**src/common/sac_pkg.sv**
```systemverilog
// shared constants and types for the successive-approximation conversion control
`default_nettype none
package sac_pkg;
	// channel select codes: 0..7 external, 8..15 temperature sensor
	localparam int CHAN_W = 4;
	localparam logic [3:0] CHAN_TEMP = 4'h8;
	localparam int NUM_EXT = 8;
	// gain codes: 0=x0.5, 1=x1, 2=x2, 3=x4, 4=x8, 5=x16
	localparam int GAIN_W = 3;
	localparam logic [2:0] GAIN_MAX = 3'h5;
	localparam logic [2:0] GAIN_RST = 3'h1;
	// result widths and justification
	localparam int RES_W = 12;
	// trigger source select
	typedef enum logic [1:0] {
		SAC_TRIG_SW = 2'h0,
		SAC_TRIG_TMR2 = 2'h1,
		SAC_TRIG_TMR3 = 2'h2,
		SAC_TRIG_EXT = 2'h3
	} sac_trig_t;
	// throughput limit: 100 ksps at 50 MHz
	localparam int CLK_HZ = 50000000;
	localparam int MAX_SPS = 100000;
	localparam int MIN_PERIOD_CYC = (CLK_HZ + MAX_SPS - 1) / MAX_SPS;
	localparam int PER_W = 10;
endpackage : sac_pkg
`default_nettype wire

```
**src/verilog/sac_ctrl.sv**
```systemverilog
// conversion sequencing, result latch and window compare for the main converter
`timescale 1ns/1ps
`default_nettype none

module sac_ctrl
	import sac_pkg::*;
#(
	parameter int RES_BITS = 12
) (
	// clock and reset
	input wire logic clk,
	input wire logic rst_n,
	// configuration
	input wire logic enable,
	input wire logic [sac_pkg::CHAN_W-1:0] chanSel,
	input wire logic [3:0] pairDiff,
	input wire logic [sac_pkg::GAIN_W-1:0] gainSel,
	input wire logic refDacSel,
	input wire logic leftJustify,
	input wire logic [1:0] trigSel,
	input wire logic backgroundMode,
	input wire logic winOutside,
	input wire logic doneIntEn,
	input wire logic winIntEn,
	input wire logic syncSecondary,
	input wire logic [15:0] winGreater,
	input wire logic [15:0] winLess,
	// start sources
	input wire logic swStart,
	input wire logic tmr2Ovf,
	input wire logic tmr3Ovf,
	input wire logic extStart,
	// flag clears
	input wire logic doneClr,
	input wire logic winClr,
	// analog side
	input wire logic convDone,
	input wire logic [sac_pkg::RES_W-1:0] convData,
	output logic convStart,
	output logic shutdown,
	output logic [sac_pkg::CHAN_W-1:0] muxPos,
	output logic [sac_pkg::CHAN_W-1:0] muxNeg,
	output logic diffMode,
	output logic [sac_pkg::GAIN_W-1:0] gainCode,
	output logic refFromDac,
	output logic secondaryStart,
	// results and status
	output logic [7:0] resHigh,
	output logic [7:0] resLow,
	output logic doneFlag,
	output logic winFlag,
	output logic doneIrq,
	output logic winIrq,
	output logic busy
);
	import sac_pkg::*;

	// ----------------------------------------
	// state
	// ----------------------------------------
	typedef enum logic [1:0] {SAC_IDLE, SAC_CONV} sac_state_t;
	sac_state_t stateReg, stateNext;
	logic [PER_W-1:0] rateCntReg;
	logic [15:0] resWordReg;
	logic doneReg, winReg, convStartReg, secStartReg;
	logic [2:0] gainReg;
	logic [3:0] posReg, negReg;
	logic diffReg, refReg;

	// ----------------------------------------
	// trigger and channel decode
	// ----------------------------------------
	// one trigger source selected at a time
	wire logic trigHit = (trigSel == SAC_TRIG_SW) ? swStart :
		(trigSel == SAC_TRIG_TMR2) ? tmr2Ovf :
		(trigSel == SAC_TRIG_TMR3) ? tmr3Ovf : extStart;
	wire logic rateOk = (rateCntReg == '0);
	wire logic startNow = enable && (stateReg == SAC_IDLE) && trigHit && rateOk;
	wire logic isTemp = (chanSel >= CHAN_TEMP);
	wire logic pairIsDiff = !isTemp && pairDiff[chanSel[2:1]];
	wire logic [3:0] posSel = isTemp ? CHAN_TEMP : (pairIsDiff ? {chanSel[3:1], 1'b0} : chanSel);
	wire logic [3:0] negSel = {chanSel[3:1], 1'b1};
	// gain codes beyond x16 clamp to x16
	wire logic [2:0] gainSat = (gainSel > GAIN_MAX) ? GAIN_MAX : gainSel;

	// ----------------------------------------
	// result alignment and window compare
	// ----------------------------------------
	wire logic [15:0] rawRes = {{(16-RES_W){1'b0}}, convData} >> (RES_W - RES_BITS);
	wire logic [15:0] alignRes = leftJustify ? (rawRes << (16 - RES_BITS)) : rawRes;
	// both bounds are inclusive
	// compare new word in register format as it is latched
	wire logic inWin = (alignRes >= winGreater) && (alignRes <= winLess);
	wire logic winHit = winOutside ? !inWin : inWin;
	// a completion outside a running conversion, or during shutdown, is ignored
	wire logic finish = (stateReg == SAC_CONV) && convDone && enable;

	// next state
	always_comb begin
		stateNext = stateReg;
		case (stateReg)
			SAC_IDLE: begin
				if (startNow) begin
					stateNext = SAC_CONV;
				end
			end
			SAC_CONV: begin
				if (!enable) begin
					stateNext = SAC_IDLE;
				end else if (convDone) begin
					stateNext = SAC_IDLE;
				end
			end
			default: stateNext = SAC_IDLE;
		endcase
	end

	// the counter reloads on each accepted start; triggers seen while it runs are dropped
	// state and rate counter
	always_ff @(posedge clk) begin
		if (!rst_n) begin
			stateReg <= SAC_IDLE;
			rateCntReg <= '0;
		end else begin
			stateReg <= stateNext;
			if (startNow) begin
				rateCntReg <= PER_W'(MIN_PERIOD_CYC - 1);
			end else if (!rateOk) begin
				rateCntReg <= rateCntReg - 1'b1;
			end
		end
	end

	// timer and external starts never pull the secondary converter along
	// start pulses, secondary follows software starts
	always_ff @(posedge clk) begin
		if (!rst_n) begin
			convStartReg <= 1'b0;
			secStartReg <= 1'b0;
		end else begin
			convStartReg <= startNow;
			secStartReg <= startNow && syncSecondary && (trigSel == SAC_TRIG_SW);
		end
	end

	// negative input only matters while the pair is differential
	// analog configuration registered
	always_ff @(posedge clk) begin
		if (!rst_n) begin
			posReg <= '0;
			negReg <= '0;
			diffReg <= 1'b0;
			gainReg <= GAIN_RST;
			refReg <= 1'b0;
		end else begin
			posReg <= posSel;
			negReg <= negSel;
			diffReg <= pairIsDiff;
			gainReg <= gainSat;
			refReg <= refDacSel;
		end
	end

	// result latch; done flag set wins over clear
	always_ff @(posedge clk) begin
		if (!rst_n) begin
			resWordReg <= '0;
			doneReg <= 1'b0;
		end else begin
			if (finish) begin
				resWordReg <= alignRes;
			end
			doneReg <= finish | (doneReg & ~doneClr);
		end
	end

	// window flag; set wins over clear
	always_ff @(posedge clk) begin
		if (!rst_n) begin
			winReg <= 1'b0;
		end else begin
			winReg <= (finish && winHit) | (winReg & ~winClr);
		end
	end

	// ----------------------------------------
	// outputs
	// ----------------------------------------
	assign convStart = convStartReg;
	assign secondaryStart = secStartReg;
	// shutdown follows enable directly so the core powers down at once
	assign shutdown = !enable;
	assign muxPos = posReg;
	assign muxNeg = negReg;
	assign diffMode = diffReg;
	assign gainCode = gainReg;
	assign refFromDac = refReg;
	assign resHigh = resWordReg[15:8];
	assign resLow = resWordReg[7:0];
	assign doneFlag = doneReg;
	assign winFlag = winReg;
	// background mode silences the completion interrupt
	assign doneIrq = doneReg && doneIntEn && !backgroundMode;
	assign winIrq = winReg && winIntEn;
	assign busy = (stateReg == SAC_CONV);
endmodule : sac_ctrl

`default_nettype wire
```
**config.mk**
```make
export PLATFORM = sky130hd
export DESIGN_NAME = sac_ctrl
export DESIGN_NICKNAME = d
export VERILOG_FILES = /design/src/common/sac_pkg.sv /design/src/verilog/sac_ctrl.sv
export SDC_FILE = /design/constraint.sdc
export NUM_CORES = 1
export LEC_CHECK = 0
export BUFFER_PORTS_ARGS = -buffer_cell sky130_fd_sc_hd__buf_2
export CAP_MARGIN = 20
export CELL_PAD_IN_SITES_DETAIL_PLACEMENT = 1
export CELL_PAD_IN_SITES_GLOBAL_PLACEMENT = 2
export CORE_ASPECT_RATIO = 2
export CORE_MARGIN = 2
export CORE_UTILIZATION = 26
export DETAILED_ROUTE_END_ITERATION = 16
export GPL_TIMING_DRIVEN = 0
export PLACE_DENSITY = 0.85
export SYNTH_ARGS = -nofsm -noshare
export SYNTH_HDL_FRONTEND = slang
export SYNTH_SLANG_ARGS = --single-unit
```
**constraint.sdc**
```tcl
create_clock -name clk -period 3.3 [get_ports clk]
set_input_delay 0.165 -clock clk [delete_from_list [all_inputs] [get_ports clk]]
set_output_delay 0.165 -clock clk [all_outputs]
set_load 0.01 [all_outputs]
```
==> reports/summary.txt <==
Post-CTS Setup Inserts -> 0
Crit-path max FO -> 10
CTS max path bufs -> 2
Post-synth top area cell -> dfxtp_1
H-tree levels -> 2
Synth unique cells -> 44
Fillcell total -> 1244
Required @ worst endpoint -> 3.47 ns
Routed wl met3 -> 344 microns
PD cells -> 499 nW/um^2
Die ar. -> 10900 sq um
Max Cap Violations -> 0
DR iter-0 viols -> 33
Row count -> 51
RSZ-0062 raised after global routing -> false
Port-buffer cells -> 109
Worst setup path end -> winFlag
Detailed Route WL -> 7800 microns
Register-to-Register Path Depth -> 9
Slew @ Worst Pin -> 0.591 ns
Leak pwr -> 0.00173 uW
Fmax -> 0.363 GHz
Total power -> 1730 uW
Most numerous cell in the Yosys netlist -> nand2_1
CP Data Arrival Time -> 2.92 ns
Min Tclk post-route -> 2.76 ns
CTS buffer count -> 5
Hold_ws -> 0.0617 ns
Final core utilization -> 35.6%
I/O pins -> 111
Layout cells sized above 1 -> 31.6%
Asr flop ratio synth -> 0%
Number of flops mapped to enable cells by yosys -> 0
Fin crit share -> 83.5%
Initial Utilization -> 26.8%
Synth top area share -> 33.6%
Clk_skew -> 0.00564 ns
Synth Instances -> 313
Worst hold path class -> input port to flop
Antenna Nets Post-Route -> 0
Clk Tree Root Cell -> clkbuf_16
Slew HR -> 60.5%
R2R Path End -> rateCntReg[4]
Syn avg cell area -> 8.37 sq um
Hold Vio Cnt, Final -> 0
Vias in the first global route -> 2771
Post-synth net total -> 418
ANT cells -> 0
Post-DR wirelength/cell -> 13.9 microns
Synth Register Bits -> 44
WL met1 -> 2630 microns
Die Span X -> 75.0 microns
Critical path class -> input port to flop
CTS tree -> built
Cell Area, Synth -> 2620 sq um
Top area cells in the synthesized netlist -> dfxtp_1 (34%), ha_1 (15%), nand2_1 (6.4%)
Top cells by count, synth -> nand2_1 (45), dfxtp_1 (44), inv_1 (36)
Highest routed layer -> met4
Largest net degree at the start of global routing -> 14
DRC -> 0
Worst-skew pair later-pin latency -> 0.28 ns
Setup_tns -> 0 ns
Die Span Y -> 146 microns
CP Launch Point -> leftJustify
Final setup fails -> 0
CTS clk-pin slew, worst paths -> 0.06 ns
# resized after CTS -> 0
Critical path startpoint category -> input port
Placer Congestion -> 0.762
Area Overhead vs Synth -> 32.5%
Core Region -> 9760 sq um
Clk sinks -> 44
Aggregate global-route resource usage -> 15.0%
Worst R2R Setup Slack -> 1.00 ns
Yosys warnings -> 0
R2R Path Start -> rateCntReg[0]
Number of nets in the layout -> 534
Seq/Total Area, Yosys -> 33.6%
Detailed Place HPWL -> 6850 microns
Hold_buf cts -> 0
Primary FF master, synth -> dfxtp_1
Initial antenna violation count -> 0
Detailed-route via count -> 2580
Congestion Overflow GR -> 0
First-pass GRT wire length -> 12700 microns
Hold path startpoint -> gainSel[2]
Met2 wire length -> 4700 microns
Vias/cell -> 4.59
Critical Path End Type -> flop
TritonRoute pass-1 iters -> 4
Status -> finished clean
Slew Viols, Final -> 0
Max VDD drop -> 0.214 mV
[sequential cells by signal, indices dropped and copies added (netlist names)]
register	cells
convStart	1
diffMode	1
doneFlag	1
gainCode	3
muxNeg	4
muxPos	4
rateCntReg	10
refFromDac	1
resWordReg	16
secondaryStart	1
stateReg	1
winFlag	1
[worst max-delay path: stages]
cell,delay (ns)
buf_6,0.11
clkbuf_1,0.34
mux2_2,0.43
ha_1,0.32
nand4_1,0.12
or2_2,0.30
or3_1,0.34
a211o_1,0.31
o211a_1,0.11
or3_1,0.37
[area by class of cell]
type                            instances  area [sq um]  share of cell area (%)
Multi-Input combinational cell        223          1560                    44.9
Clock inverter                          1          8.76                   0.252
Timing Repair Buffer                  109           546                    15.7
Tap cell                              132           165                    4.76
Inverter                               36           135                    3.89
Clock buffer                            7           133                    3.82
Sequential cell                        44           881                    25.4
Buffer                                 10          45.0                    1.30
[worst min-delay path by stage]
stage,endpoint,depth (start not counted)
floorplan,muxNeg[0],0
global placement,gainCode[0],2
detailed placement,gainCode[0],2
CTS,gainCode[0],2
global route,gainCode[1],2
finish,gainCode[1],2
[stage by stage]
step | instances | worst slack, ns | area, sq um
floorplan | 313 | 0.490 | 2620
global placement | 554 | 0.279 | 3330
detailed placement | 554 | 0.237 | 3330
CTS | 562 | 0.544 | 3470
global route | 562 | 0.367 | 3470
finish | 562 | 0.544 | 3470
[cell usage in the layout, fill, tap and decap left out, types with 4 or more instances in the layout]
cell,instances
nand3_1,5
ha_1,31
and2_1,17
nand2b_1,7
inv_1,36
and3_1,4
buf_2,109
a211oi_1,5
clkbuf_1,10
a21oi_1,30
clkbuf_16,5
mux2_2,9
dfxtp_1,44
nor2_1,15
nor3_1,8
nand2_1,45
[cell families (layout without fill, tap and decap cells)]
| kind of cell | after synthesis | count (layout) | share of synthesized area (%) |
|---|---|---|---|
| flip-flops | 44 | 44 | 33.6 |
| adder cells (fa/ha/maj) | 31 | 31 | 14.8 |
| XOR/XNOR | 2 | 2 | 0.669 |
| buffers and inverters | 46 | 163 | 6.88 |
| multiplexers | 12 | 12 | 5.97 |
| AO/OA/AOI/OAI | 53 | 53 | 12.6 |
| AND/OR/NAND/NOR | 125 | 125 | 25.5 |
[layer usage]
metal / GRT usage (%) / up-vias
met1: 14.4 / 1208
met5: 0 / -
met3: 1.87 / 6
met2: 30.2 / 66
li1: - / 1300
met4: 4.91 / 0
[report_power, final]
group / internal (uW) / leakage [uW] / switching (uW)
sequential: 600 / 0.000360 / 63.0
clock: 282 / 0.0000681 / 199
combinational: 276 / 0.00130 / 312
No activity file was read; power rests on OpenSTA's default activity.
